`config.mk`:
```
export PLATFORM = sky130hd
export DESIGN_NAME = audio_agc_gain_stepper
export DESIGN_NICKNAME = d
export VERILOG_FILES = /design/src/rtl/agc_pkg.sv /design/src/rtl/audio_agc_gain_stepper.sv
export SDC_FILE = /design/constraint.sdc
export NUM_CORES = 1
export LEC_CHECK = 0
export BUFFER_PORTS_ARGS = -buffer_cell sky130_fd_sc_hd__buf_2
export CORE_ASPECT_RATIO = 0.5
export CORE_UTILIZATION = 40
export CTS_CLUSTER_SIZE = 20
export DETAILED_ROUTE_END_ITERATION = 6
export PLACE_DENSITY = 0.58
export SYNTH_ARGS = -nofsm -noshare
export SYNTH_HDL_FRONTEND = slang
export SYNTH_SLANG_ARGS = --single-unit
```
`constraint.sdc`:
```
create_clock -name clk_i -period 21.3 [get_ports clk_i]
set_input_delay 2.13 -clock clk_i [delete_from_list [all_inputs] [get_ports clk_i]]
set_output_delay 2.13 -clock clk_i [all_outputs]
set_load 0.01 [all_outputs]
```
`src/rtl/agc_pkg.sv`:
```
// constants shared by the gain stepper: register map, fields, reset values, timing
package agc_pkg;
  // ==========================================================
  // register byte offsets
  localparam logic [7:0] CTRL_OFS   = 8'h00;
  localparam logic [7:0] GAIN_OFS   = 8'h04;
  localparam logic [7:0] LEVEL_OFS  = 8'h08;
  localparam logic [7:0] TIME_OFS   = 8'h0c;
  localparam logic [7:0] STATUS_OFS = 8'h10;
  // ==========================================================
  // control field positions
  localparam int CTRL_AGC_EN  = 0;
  localparam int CTRL_COMP_EN = 1;
  localparam int CTRL_HOLD_EN = 2;
  localparam int CTRL_SHDN    = 3;
  // ==========================================================
  // reset values
  localparam logic [31:0] CTRL_RST  = 32'h0000_0008;
  localparam logic [31:0] GAIN_RST  = 32'h0000_1e06;
  localparam logic [31:0] LEVEL_RST = 32'h0001_10c8;
  localparam logic [31:0] TIME_RST  = 32'h0010_2004;
  // ==========================================================
  // writable bits of each register; the rest store as zero
  localparam logic [31:0] CTRL_MASK  = 32'h0000_000f;
  localparam logic [31:0] GAIN_MASK  = 32'h0000_3fff;
  localparam logic [31:0] LEVEL_MASK = 32'h0003_ffff;
  localparam logic [31:0] TIME_MASK  = 32'h00ff_ffff;
  // ==========================================================
  // gain limits in whole dB (GAIN_MIN_HALF in 0.5 dB steps), reference level and timer top; gain itself is held in 0.5 dB steps
  localparam logic signed [7:0] FIX_MIN_COMP_DB = -8'sh1c;
  localparam logic signed [7:0] FIX_MIN_DB      = 8'sh00;
  localparam logic signed [7:0] FIX_MAX_DB      = 8'sh1e;
  localparam logic signed [7:0] GAIN_MIN_HALF   = -8'sh38;
  localparam logic signed [9:0] ROT_LVL         = 10'sh0c8;
  localparam logic [7:0]        ELAPSED_MAX     = 8'hff;
  // ==========================================================
  // timebase: one timer tick every TB_NS
  localparam int CLK_NS = 8;
  localparam int TB_NS  = 100000;
  localparam int TB_CYC = TB_NS / CLK_NS;
  localparam int TICK_CYC_MAX = 65535;
endpackage

```
`src/rtl/audio_agc_gain_stepper.sv`:
```
// automatic gain control engine with a classic wishbone register slave
// ==========================================================
// What this block does
// - gain moves by exactly one 0.5 dB step per permitted change.
// - step decisions use envelope, limiter, compression ratio, attack and release.
// - attack time is the least spacing between two gain decrements.
// - release time is the least spacing between two gain increments.
// - first increment after a decrement waits for the hold time.
// - envelope below noise gate freezes the gain.
// - fixed gain applies when control is off or in shutdown.
// - limiter level caps output; exceeding it reduces gain.
// - maximum gain is the top of the compression region; increments stop at it, fixed gain is not capped by it.
// - steady envelope leaves the gain unchanged.
// - first limiter overshoot with idle timers decrements at once, restarting timers.
// - no further decrement while the attack timer runs.
// - attack expired and still above limiter gives one more decrement.
// - release expired and below desired level gives one increment.
// - hold counts only if enabled and longer than release.
// - fixed gain spans -28..30 dB with compression, 0..30 dB without.
//
// Chosen here: the placing of the registers and the Wishbone interface to the registers.
`timescale 1ns/1ps
module audio_agc_gain_stepper
  import agc_pkg::*;
#(
  parameter int TICK_CYC = TB_CYC
) (
  // clock and reset
  input  wire logic        clk_i,
  input  wire logic        rst_i,
  // wishbone slave
  input  wire logic        cyc_i,
  input  wire logic        stb_i,
  input  wire logic        we_i,
  input  wire logic [7:0]  adr_i,
  input  wire logic [3:0]  sel_i,
  input  wire logic [31:0] dat_i,
  output logic      [31:0] dat_o,
  output logic             ack_o,
  // envelope in, gain out
  input  wire logic [7:0]  env_i,
  output logic      [7:0]  gain_o,
  output logic             gain_up_o,
  output logic             gain_dn_o
);

  // the prescaler is 16 bits wide, so a longer tick period cannot be counted
  if (TICK_CYC < 1 || TICK_CYC > TICK_CYC_MAX) begin : g_tick_bad
    $error("TICK_CYC out of range");
  end

  // ==========================================================
  // register file
  logic [31:0] ctrl_q, gcfg_q, lcfg_q, tcfg_q;
  logic        ack_q;
  logic [31:0] rdat_q;
  logic        bus_req;
  logic        bus_wr;

  function automatic logic [31:0] merge(input logic [31:0] o, input logic [31:0] n,
                                        input logic [3:0] s);
    logic [31:0] r;
    r = o;
    for (int b = 0; b < 4; b++) begin
      if (s[b]) r[8*b +: 8] = n[8*b +: 8];
    end
    return r;
  endfunction

  assign bus_req = cyc_i & stb_i & ~ack_q;
  assign bus_wr  = bus_req & we_i;
  assign ack_o   = ack_q;
  assign dat_o   = rdat_q;

  always_ff @(posedge clk_i) begin
    if (rst_i) ack_q <= 1'b0;
    else ack_q <= bus_req;
  end

  always_ff @(posedge clk_i) begin
    if (rst_i) begin
      ctrl_q <= CTRL_RST;
      gcfg_q <= GAIN_RST;
      lcfg_q <= LEVEL_RST;
      tcfg_q <= TIME_RST;
    end else if (bus_wr) begin
      case (adr_i)
        CTRL_OFS:  ctrl_q <= merge(ctrl_q, dat_i, sel_i) & CTRL_MASK;
        GAIN_OFS:  gcfg_q <= merge(gcfg_q, dat_i, sel_i) & GAIN_MASK;
        LEVEL_OFS: lcfg_q <= merge(lcfg_q, dat_i, sel_i) & LEVEL_MASK;
        TIME_OFS:  tcfg_q <= merge(tcfg_q, dat_i, sel_i) & TIME_MASK;
        default: ;
      endcase
    end
  end

  // ==========================================================
  // fields
  logic              agc_en, comp_en, hold_en, shdn, agc_act;
  logic signed [7:0] fix_db, fix_lo, fix_eff, fix2, max2;
  logic [7:0]        lim_lvl, gate_lvl, atk_t, rel_t, hold_t;
  logic [1:0]        ratio;

  assign agc_en   = ctrl_q[CTRL_AGC_EN];
  assign comp_en  = ctrl_q[CTRL_COMP_EN];
  assign hold_en  = ctrl_q[CTRL_HOLD_EN];
  assign shdn     = ctrl_q[CTRL_SHDN];
  assign agc_act  = agc_en & ~shdn;
  assign fix_db   = $signed(gcfg_q[7:0]);
  assign max2     = $signed({1'b0, gcfg_q[13:8], 1'b0});
  assign lim_lvl  = lcfg_q[7:0];
  assign gate_lvl = lcfg_q[15:8];
  assign ratio    = lcfg_q[17:16];
  assign atk_t    = tcfg_q[7:0];
  assign rel_t    = tcfg_q[15:8];
  assign hold_t   = tcfg_q[23:16];

  // fixed gain window depends on compression
  assign fix_lo  = comp_en ? FIX_MIN_COMP_DB : FIX_MIN_DB;
  assign fix_eff = (fix_db < fix_lo) ? fix_lo :
                   (fix_db > FIX_MAX_DB) ? FIX_MAX_DB : fix_db;
  assign fix2    = fix_eff <<< 1;

  // ==========================================================
  // timebase and elapsed-time counter
  logic [15:0] tb_q;
  logic        tick;
  logic [7:0]  elapsed_q;
  logic        last_dec_q;
  logic signed [7:0] gain_q;
  logic        step_up, step_dn;

  assign tick = (tb_q == 16'(TICK_CYC - 1));

  always_ff @(posedge clk_i) begin
    if (rst_i) tb_q <= 16'h0000;
    else if (tick) tb_q <= 16'h0000;
    else tb_q <= tb_q + 16'h0001;
  end

  // saturating at its top means "no timer running"; idle after reset and disable
  always_ff @(posedge clk_i) begin
    if (rst_i) elapsed_q <= ELAPSED_MAX;
    else if (!agc_act) elapsed_q <= ELAPSED_MAX;
    else if (step_up || step_dn) elapsed_q <= 8'h00;
    else if (tick && elapsed_q != ELAPSED_MAX) elapsed_q <= elapsed_q + 8'h01;
  end

  always_ff @(posedge clk_i) begin
    if (rst_i) last_dec_q <= 1'b0;
    else if (step_dn) last_dec_q <= 1'b1;
    else if (step_up || !agc_act) last_dec_q <= 1'b0;
  end

  // ==========================================================
  // gain decision
  logic signed [9:0] out_lvl, diff, comp, desired, des_cap;
  logic              gate_on, dec_req, inc_req;
  logic [7:0]        inc_wait;

  assign out_lvl = $signed({2'b00, env_i}) + 10'(gain_q);
  assign diff    = (ROT_LVL > $signed({2'b00, env_i})) ? ROT_LVL - $signed({2'b00, env_i}) : 10'sh000;
  // only 1:1, 2:1, 4:1, 8:1 ratios: gain follows (1 - 1/ratio) of the level drop
  assign comp    = diff - (diff >>> ratio);
  assign desired = 10'(fix2) + comp;
  assign des_cap = (desired > 10'(max2)) ? 10'(max2) : desired;
  assign gate_on = env_i < gate_lvl;
  // limiter overshoot or gain above the compression curve both pull gain down
  assign dec_req = (out_lvl > $signed({2'b00, lim_lvl})) || (10'(gain_q) > des_cap);
  // a raise must not itself push the output past the limiter
  assign inc_req = (10'(gain_q) < des_cap) &&
                   (out_lvl < $signed({2'b00, lim_lvl}));
  assign inc_wait = (last_dec_q && hold_en && hold_t > rel_t) ? hold_t : rel_t;

  // steady envelope settles at des_cap, or lower where the limiter binds, and then neither request stands
  // the cycle after a step is skipped: with a zero threshold the timer is still 0 there,
  // so without this two steps could land back to back
  assign step_dn = agc_act && !gate_on && dec_req && elapsed_q >= atk_t &&
                   !gain_up_o && !gain_dn_o &&
                   gain_q > GAIN_MIN_HALF;
  assign step_up = agc_act && !gate_on && !dec_req && inc_req && elapsed_q >= inc_wait &&
                   !gain_up_o && !gain_dn_o &&
                   gain_q < max2;

  always_ff @(posedge clk_i) begin
    if (rst_i) gain_q <= 8'sh00;
    else if (!agc_act) gain_q <= fix2;
    else if (step_dn) gain_q <= gain_q - 8'sh01;
    else if (step_up) gain_q <= gain_q + 8'sh01;
  end

  always_ff @(posedge clk_i) begin
    if (rst_i) begin
      gain_up_o <= 1'b0;
      gain_dn_o <= 1'b0;
    end else begin
      gain_up_o <= step_up;
      gain_dn_o <= step_dn;
    end
  end

  assign gain_o = gain_q;

  // ==========================================================
  // read data
  always_ff @(posedge clk_i) begin
    if (rst_i) rdat_q <= 32'h0000_0000;
    else if (bus_req && !we_i) begin
      case (adr_i)
        CTRL_OFS:   rdat_q <= ctrl_q;
        GAIN_OFS:   rdat_q <= gcfg_q;
        LEVEL_OFS:  rdat_q <= lcfg_q;
        TIME_OFS:   rdat_q <= tcfg_q;
        STATUS_OFS: rdat_q <= {13'h0000, gate_on, last_dec_q, agc_act, elapsed_q, gain_q};
        default:    rdat_q <= 32'h0000_0000;
      endcase
    end
  end
endmodule // audio_agc_gain_stepper

```
After elaboration in Yosys (flattened, before gate mapping)
Index checks and enable logic that the tools add are counted.

storage, ports and cells
  register bits after elaboration = 128
  output and inout port bits = 43
  input port bits = 57

cells by class
  shifts and indexed selects = 1
  multiplexer cells = 14
  add/sub/neg operators = 8
  $lt $le $gt $ge = 14
  equal/unequal tests = 7
  bitwise logic cells = 7
  reductions and logical operators = 41

operators by type and width
  kind                                                    count
  case mux 24 bit (5 select lines)                        1
  two-way mux 8 bit                                       7
  AND reduction 3 bit                                     9
  less-than comparator 8 bit                              3
  two-way mux 10 bit                                      2
  logical AND 1 bit                                       17
  adder 16 x 1 -> 16 bit (second input constant)          1
  equality test 16 x 14 -> 1 bit (second input constant)  1
  equality test 8 x 4 -> 1 bit (second input constant)    2
  >= comparator 8 bit                                     2
  two-way mux 7 bit                                       2
  adder 8 x 10 -> 10 bit                                  1
  adder 9 x 8 -> 10 bit                                   1
  > comparator 10 x 8 -> 1 bit                            1
  > comparator 10 x 9 -> 1 bit                            1
  > comparator 8 x 10 -> 1 bit                            1
  less-than comparator 10 x 9 -> 1 bit                    1
  less-than comparator 8 x 10 -> 1 bit                    1
  >>> shifter 10 x 2 -> 10 bit                            1
  subtractor 10 bit                                       1
  subtractor 8 x 8 -> 9 bit (first input constant)        1
  adder 8 x 1 -> 8 bit (second input constant)            1
  adder 8 x 2 -> 8 bit (second input constant)            1
  equality test 8 x 3 -> 1 bit (second input constant)    1
  16 further kinds                                        32

Longest topological paths before layout
Gate-level depths: netlist (run 1).

  depth after elaboration = 19
  depth in mapped cells = 43
  mapped depth without buffers = 41

Worst setup path after synthesis (run 1)
OpenSTA, ideal clock, no wires.

  path kind = input to register
  start = input port env_i[0]
  end = register gain_q[7], in the netlist gain_o[7]
  setup slack = 11,727 ps
  cell stages on the path = 40
  buffers on the path = 2
  arrival = 9,444 ps
  required time = 21,170 ps
  library setup time = 130 ps
  cell sequence = inv_1 -> ha_1 -> inv_1 -> o21ai_0 -> nand2_1 -> xor2_1 -> or2_2 -> mux4_2 -> fa_1 -> ha_1 -> a21oi_1 -> nor2b_1 -> o21a_1 -> nor2_1 -> xnor2_1 -> ha_1 -> a21oi_1 -> o21ai_0 -> (+4 left out) -> ha_1 -> a211oi_1 -> o21ai_0 -> o21ai_0 -> a41oi_1 -> a311oi_1 -> or3_1 -> clkbuf_1 -> inv_1 -> ha_1 -> a21o_1 -> a21oi_1 -> nand2b_1 -> a21boi_0 -> o41ai_1 -> inv_1 -> o2111ai_1 -> o211ai_1

on the way
  elaborated cells on any way between the ends = 33
  those cells by class = 4 x add/sub; 7 x order compare; 1 x eq/ne; 1 x shift; 4 x mux; 16 x reduce/logical

RTL lines
  what                                                                    RTL line                       text
  from (decl)                                                             audio_agc_gain_stepper.sv:41   input wire logic [7:0] env_i,
  subtractor 8 x 8 -> 9 bit / > comparator 8 bit (equally long branches)  audio_agc_gain_stepper.sv:162  assign diff = (ROT_LVL > $signed({2'b00, env_i})) ? ROT_LVL - $signed({2'b00, env_i}) : 10'sh000;
  two-way mux 10 bit                                                      audio_agc_gain_stepper.sv:162
  >>> shifter 10 x 2 -> 10 bit                                            audio_agc_gain_stepper.sv:164  assign comp = diff - (diff >>> ratio);
  subtractor 10 bit                                                       audio_agc_gain_stepper.sv:164
  adder 8 x 10 -> 10 bit                                                  audio_agc_gain_stepper.sv:165  assign desired = 10'(fix2) + comp;
  > comparator 10 x 8 -> 1 bit                                            audio_agc_gain_stepper.sv:166  assign des_cap = (desired > 10'(max2)) ? 10'(max2) : desired;
  two-way mux 10 bit                                                      audio_agc_gain_stepper.sv:166
  > comparator 8 x 10 -> 1 bit                                            audio_agc_gain_stepper.sv:169  assign dec_req = (out_lvl > $signed({2'b00, lim_lvl})) || (10'(gain_q) > des_cap);
  logical OR 1 bit                                                        audio_agc_gain_stepper.sv:169
  logical AND 1 bit * (3 in a row)                                        audio_agc_gain_stepper.sv:178  assign step_dn = agc_act && !gate_on && dec_req && elapsed_q >= atk_t &&
  logical AND 1 bit * (2 in a row)                                        audio_agc_gain_stepper.sv:179  !gain_up_o && !gain_dn_o &&
  via step_dn                                                             audio_agc_gain_stepper.sv:131  logic step_up, step_dn;
  two-way mux 8 bit                                                       audio_agc_gain_stepper.sv:188  else if (step_dn) gain_q <= gain_q - 8'sh01;
  two-way mux 8 bit                                                       audio_agc_gain_stepper.sv:187  else if (!agc_act) gain_q <= fix2;
  to (signal assigned)                                                    audio_agc_gain_stepper.sv:187
  to (signal assigned)                                                    audio_agc_gain_stepper.sv:188
  to (signal assigned)                                                    audio_agc_gain_stepper.sv:189  else if (step_up) gain_q <= gain_q + 8'sh01;
  to (decl)                                                               audio_agc_gain_stepper.sv:130  logic signed [7:0] gain_q;

The timed path passes the listed nets; every way through them passes the cells marked *.
A chain may end at the register's enable or synchronous reset.

Worst setup path after layout (run 1)
Ends and elaborated chain as after synthesis.

==> flow_metrics.py, run 1 <==
metrics = {
    "run_status": {
        "status": "finished with violations",
        "failed_checks": "DRC",
    },
    "logic_synthesis": {
        "synth_edf_count": 0,
        "synth_adder_area_share_pct": 15.95,
        "ys_async_sr_fraction_pct": 0,
        "synth-simple-area-share_pct": 18.04,
        "synth_area_leaders": "dfxtp_1 (28%), ha_1 (14%), mux2i_1 (7.2%)",
        "yosysTopAreaCell": "dfxtp_1",
        "yosysMostFrequentCell": "nor2_1",
        "synth-seq-area-share_pct": 28.36,
        "yosysUniqueCellTypes": 77,
        "synthMuxAreaShare_pct": 9.335,
        "synthXorXnorAreaFrac_pct": 4.461,
        "synthesis.area_um2": 8471,
        "yosys_most_used_dff": "dfxtp_1",
        "synth_top_cells_by_count": "nor2_1 (153), dfxtp_1 (120), ha_1 (92), inv_1 (80), mux2i_1 (61)",
        "synth_top_family_by_area": "simple AND/OR/NAND/NOR gates",
        "syn-instance-count": 1004,
        "avgSynthCellArea_um2": 8.437,
        "netlist.area_leader.share_pct": 28.36,
        "synth_compound_area_share_pct": 17.61,
        "ys_warn_count": 0,
        "ys_seq_elements": 120,
    },
    "clocking": {
        "htreeDepth": 4,
        "post_cts.repair.setup_buffers": 0,
        "clockBufferDepth": 2,
        "root_buffer": "clkbuf_16",
        "cts_tree": "built",
        "insertion_delay_ps": 420,
        "hold_buffers": 0,
        "cts_buffers": 17,
        "clk_pin_slew_worst_paths_ps": 60,
        "post_cts_resize_count": 0,
        "clock-sinks": 120,
    },
    "global_routing": {
        "grt_use_total_pct": 23.90,
        "grt_pass1_wl_mm": 39.96,
        "overflow": 0,
        "grt_start_max_net_pins": 102,
        "grt_pass1_vias": 7045,
        "antenna_found_initial": 0,
    },
    "power_and_ir_drop": {
        "switching_share_pct": 29.06,
        "internal_power_w": 0.0004397,
        "combPwrFrac_pct": 18.3,
        "power.density_nw_per_um2": 64.38,
        "p_sw_w": 0.0001801,
        "p_leak_nw": 4.072,
        "seq_power_share_pct": 36.7,
        "clock_power_share_pct": 45.0,
        "ir_drop_v": 0.00003491,
    },
    "critical_path": {
        "arrival_ps": 11180,
        "r2r_start": "ctrl_q[1]$_SDFFE_PP0P_",
        "cp-end-kind": "flip-flop",
        "crit_required_ps": 21590,
        "max_stage_delay_ps": 520,
        "cp_common_cell": "ha_1",
        "path_buf_inv": 5,
        "path_max_fanout": 7,
        "r2r_slack_ps": 12110,
        "crit_path_start": "env_i[0]",
        "setup.worst_path.class": "in2reg",
        "critPathLaunchType": "input port",
        "reg2reg_depth": 38,
        "cp_top_family": "compound AO/OA/AOI/OAI gates",
        "r2r_end": "gain_o[7]$_SDFFE_PP0P_",
        "critical_path.slowest_cell": "a211oi_1",
    },
    "drt": {
        "drt_iter0_drc": 683,
        "wl_met3_mm": 1.639,
        "dr_wl_met2_mm": 10.58,
        "vias": 7591,
        "wl_met1_mm": 13.04,
        "vias_per_cell": 5.602,
        "drc": 2,
        "routed_wl_mm": 25.61,
        "antenna_left": 0,
        "dr.max_layer_used": "met4",
        "drtPass1Iterations": 7,
        "post_drt_wl_per_cell_um": 18.90,
    },
    "sta": {
        "setup_tns_ps": 0,
        "rsz0062_at_grt": "no",
        "worst_slew_pin_slew_ps": 1140,
        "post-route-period-util_pct": 51.08,
        "slew_headroom_pct": 23.69,
        "fin_crit_ps": 10880,
        "hold_viol": 0,
        "worst_slack_ps": 10420,
        "drv_slew": 0,
        "timing.clock.skew_ps": 9.247,
        "finalSetupViolations": 0,
        "max_clock_freq_mhz": 91.91,
    },
    "place": {
        "gp_congestion": 0.8692,
        "port_buffers": 82,
        "place_ws_ps": 10190,
        "dp_hpwl_mm": 19.23,
    },
    "floorplanning": {
        "ios": 100,
        "die_y_um": 104.9,
        "dieArea_um2": 21800,
        "fp-row-count": 37,
        "start_util_pct": 41.03,
        "fp.dieW_um": 207.8,
        "core_um2": 20650,
    },
    "layout": {
        "final_util_pct": 46.63,
        "diodes": 0,
        "drive_gt1_share_pct": 13.96,
        "syn_to_final_growth_pct": 13.66,
        "fin_nets": 1228,
    },
    "hold_path": {
        "whs_endpoint": "dat_o[19]$_SDFFE_PP0P_",
        "min_path_cells": 2,
        "min_path_type": "reg2reg",
        "holdCritStartpoint": "dat_o[19]$_SDFFE_PP0P_",
    },
    "job": {
        "maxCapViolCount": 0,
    },
}
-- worst register-to-register path: cells and delay by family, from the launching register on --
family	cells	cell delay [ps]
adder cells (fa/ha/maj)	6	2050
AO/OA/AOI/OAI	21	5000
multiplexers	1	240
buffers and inverters	4	540
XOR/XNOR	1	130
AND/OR/NAND/NOR	5	780
flip-flops	1	330
-- through the flow --
step	power (W)	hold slack (ps)	cells	area [um2]
global route	0.0006496	480.0	1355	9628
CTS	0.0006224	462.0	1355	9628
global placement	0.0003410	440.1	1323	9052
finish	0.0006198	457.5	1355	9628
floorplan	0.0003158	430.0	1011	8497
detailed placement	0.0003439	445.4	1323	9052
-- metal layers --
| metal | GRT usage (%) | up-vias |
|---|---|---|
| li1 | - | 3675 |
| met1 | 35.25 | 3636 |
| met2 | 35.40 | 252 |
| met3 | 4.509 | 28 |
| met4 | 5.873 | 0 |
| met5 | 0 | - |
-- registers in the layout (all words and copies together) (netlist names), 4 cells and up --
name / count
elapsed_q: 8
tcfg_q: 24
dat_o: 24
gain_o: 8
ctrl_q: 4
gcfg_q: 14
lcfg_q: 18
tb_q: 16
-- worst max path at each step --
stage,to,slack (ps),cells past startpoint
floorplan,gain_o[7]$_SDFFE_PP0P_,11730,40
global placement,gain_o[7]$_SDFFE_PP0P_,10350,41
detailed placement,gain_o[7]$_SDFFE_PP0P_,10190,36
CTS,gain_o[7]$_SDFFE_PP0P_,10550,36
global route,gain_o[7]$_SDFFE_PP0P_,9610,41
finish,gain_o[7]$_SDFFE_PP0P_,10420,41
-- cells by family after synthesis --
family / after synthesis
flip-flops: 120
other: 1
AO/OA/AOI/OAI: 216
multiplexers: 75
adder cells (fa/ha/maj): 102
buffers and inverters: 127
AND/OR/NAND/NOR: 322
XOR/XNOR: 41
-- power by group through the flow --
stage                     clock [W]  combinational (W)  sequential [W]
after floorplan                   0          0.0000840        0.000232
after global placement            0           0.000109        0.000232
final                      0.000279           0.000113        0.000227
after CTS                  0.000282           0.000113        0.000227
after global routing       0.000293           0.000129        0.000227
after detailed placement          0           0.000112        0.000232
-- area by class of cell --
class	instances	area, um2
Timing Repair Buffer	85	435.4
Clock inverter	13	122.6
Inverter	81	304.0
Fill cell	2054	11020
Tap cell	273	341.6
Sequential cell	120	2402
Multi-Input combinational cell	764	5569
Clock buffer	19	452.9
-- cell usage in the layout (no fill, tap or decap), types with 4 or more instances in the layout --
cell type	netlist	final
and2_1	6	6
mux2_2	12	12
dfxtp_1	120	120
a211oi_1	8	8
a21oi_1	56	56
o21a_1	9	9
inv_1	80	80
a211o_1	16	16
ha_1	92	92
fa_1	10	10
clkinvlp_4	0	4
xnor2_1	23	23
a21o_1	14	14
or3_1	4	4
nand2b_1	10	10
clkbuf_16	0	17
nand4_1	13	13
or2_2	4	4
xor2_1	17	17
nor3_1	17	17
clkinv_4	0	4
nand3_1	22	22
o21ai_0	46	46
a31oi_1	5	5
o2111ai_1	5	5
nor2b_1	14	14
conb_1	1	8
nand2_1	53	53
a222oi_1	14	14
nor2_1	153	153
mux2i_1	61	61
buf_2	3	81
and3_1	5	5
buf_4	8	4
No activity file was read; power rests on OpenSTA's default activity.
==> inputs of run 2 (changes only) <==
==> constraint.sdc (replaced) <==
create_clock -name clk_i -period 11.06 [get_ports clk_i]
set_input_delay 1.106 -clock clk_i [delete_from_list [all_inputs] [get_ports clk_i]]
set_output_delay 1.106 -clock clk_i [all_outputs]
set_load 0.01 [all_outputs]
==> run 2 against run 1 <==
  * The run now ends clean
  * Cell area is 0.91% higher
  * Clock power is 120% higher
  * Utilization is 0.42 points higher
  * Largest power group unchanged
==> flow_metrics.py, run 2 (synthesis results as in run 1) <==
metrics = {
    "drt": {
        "drtPass1Iterations": 6,
        "antenna_left": 0,
        "vias_per_cell": 5.526,
        "routed_wl_mm": 25.54,
        "drc": 0,
        "post_drt_wl_per_cell_um": 18.82,
        "drt_iter0_drc": 638,
        "vias": 7499,
    },
    "critical_path": {
        "cp_common_cell": "ha_1",
        "reg2reg_depth": 38,
        "max_stage_delay_ps": 520,
        "critPathLaunchType": "input port",
        "setup.worst_path.class": "in2reg",
        "crit_required_ps": 11350,
        "arrival_ps": 9900,
        "path_max_fanout": 7,
        "cp-end-kind": "flip-flop",
        "critical_path.slowest_cell": "a311oi_1",
    },
    "sta": {
        "hold_viol": 0,
        "timing.clock.skew_ps": 8.194,
        "slew_headroom_pct": 28.88,
        "max_clock_freq_mhz": 104.1,
        "drv_slew": 0,
        "post-route-period-util_pct": 86.85,
        "setup_tns_ps": 0,
        "worst_slew_pin_slew_ps": 1067,
        "finalSetupViolations": 0,
        "holdWs_ps": 455.9,
        "rsz0062_at_grt": "no",
        "fin_crit_ps": 9606,
    },
    "floorplanning": {
        "die_y_um": 104.9,
        "core_um2": 20650,
        "fp-row-count": 37,
        "start_util_pct": 41.03,
        "ios": 100,
        "fp.dieW_um": 207.8,
        "dieArea_um2": 21800,
    },
    "layout": {
        "diodes": 0,
        "final_util_pct": 47.05,
        "drive_gt1_share_pct": 13.93,
        "final_cell_mix": "nor2_1 (153), dfxtp_1 (120), ha_1 (92)",
        "final_common_cell": "nor2_1",
        "syn_to_final_growth_pct": 14.70,
        "design_area_um2": 9716,
        "fin_nets": 1232,
    },
    "global_routing": {
        "grt_use_total_pct": 23.96,
        "grt_start_max_net_pins": 59,
        "grt_pass1_wl_mm": 40.28,
        "overflow": 0,
        "grt_pass1_vias": 7319,
        "antenna_found_initial": 0,
    },
    "hold_path": {
        "min_path_cells": 2,
        "min_path_type": "reg2reg",
    },
    "run_status": {
        "status": "complete, no violations",
    },
    "place": {
        "gp_congestion": 0.8598,
        "place_area_um2": 9082,
        "dp_hpwl_mm": 19.63,
        "port_buffers": 82,
    },
    "clocking": {
        "clk_pin_slew_worst_paths_ps": 60,
        "clock-sinks": 120,
        "htreeDepth": 4,
        "hold_buffers": 0,
        "cts_buffers": 17,
        "post_cts.repair.setup_buffers": 0,
        "root_buffer": "clkbuf_16",
        "clockBufferDepth": 2,
        "cts_tree": "built",
        "post_cts_resize_count": 0,
        "insertion_delay_ps": 410,
    },
    "power_and_ir_drop": {
        "p_leak_nw": 4.130,
        "ir_drop_v": 0.00008537,
        "power.density_nw_per_um2": 129.3,
    },
    "job": {
        "maxCapViolCount": 0,
    },
}
-- run 2: final cells by class --
type	count	area (um2)
clock inverter	9	172.7
tap	273	341.6
clock buffer	21	460.4
timing repair buffer	89	465.4
inverter	81	304.0
fill	2044	10930
multi-input combinational	764	5569
sequential	120	2402
-- run 2: per-stage QoR --
step	instances	setup WS, ps	total power [W]
global route	1357	619.2	0.001313
finish	1357	1454	0.001256
global placement	1327	1303	0.0006552
CTS	1357	1567	0.001262
detailed placement	1327	1176	0.0006592
floorplan	1011	2511	0.0006081
-- run 2: where the power goes --
group / internal [W] / switching [W]
sequential: 0.000435 / 0.00000300
combinational: 0.0000901 / 0.000125
clock: 0.000408 / 0.000196
total: 0.000933 / 0.000324
-- run 2: worst max-delay path, delay by kind of cell --
kind	cells	cell delay [ps]
muxes	1	220
adders and majority gates	6	1820
xor gates and xnor gates	1	160
AOI/OAI and AO/OA	22	4900
and+or+nand+nor	6	950
buffers and inverters	5	720
-- run 2: routing by layer --
metal | GRT usage [%] | share of wire (%) | up-vias
li1 | - | - | 3687
met1 | 34.54 | 51 | 3558
met2 | 35.50 | 42 | 228
met3 | 5.350 | 6.5 | 26
met4 | 6.614 | 1.2 | 0
met5 | 0 | 0 | -
-- run 2: worst paths after layout --
| check | start | endpoint | slack (ps) |
|---|---|---|---|
| setup / recovery | env_i[1] | gain_o[7]$_SDFFE_PP0P_ | 1450 |
| hold reg to reg | dat_o[23]$_SDFFE_PP0P_ | dat_o[23]$_SDFFE_PP0P_ | 460 |
| hold / removal | dat_o[23]$_SDFFE_PP0P_ | dat_o[23]$_SDFFE_PP0P_ | 460 |
| setup reg to reg | ctrl_q[1]$_SDFFE_PP0P_ | gain_o[7]$_SDFFE_PP0P_ | 2050 |
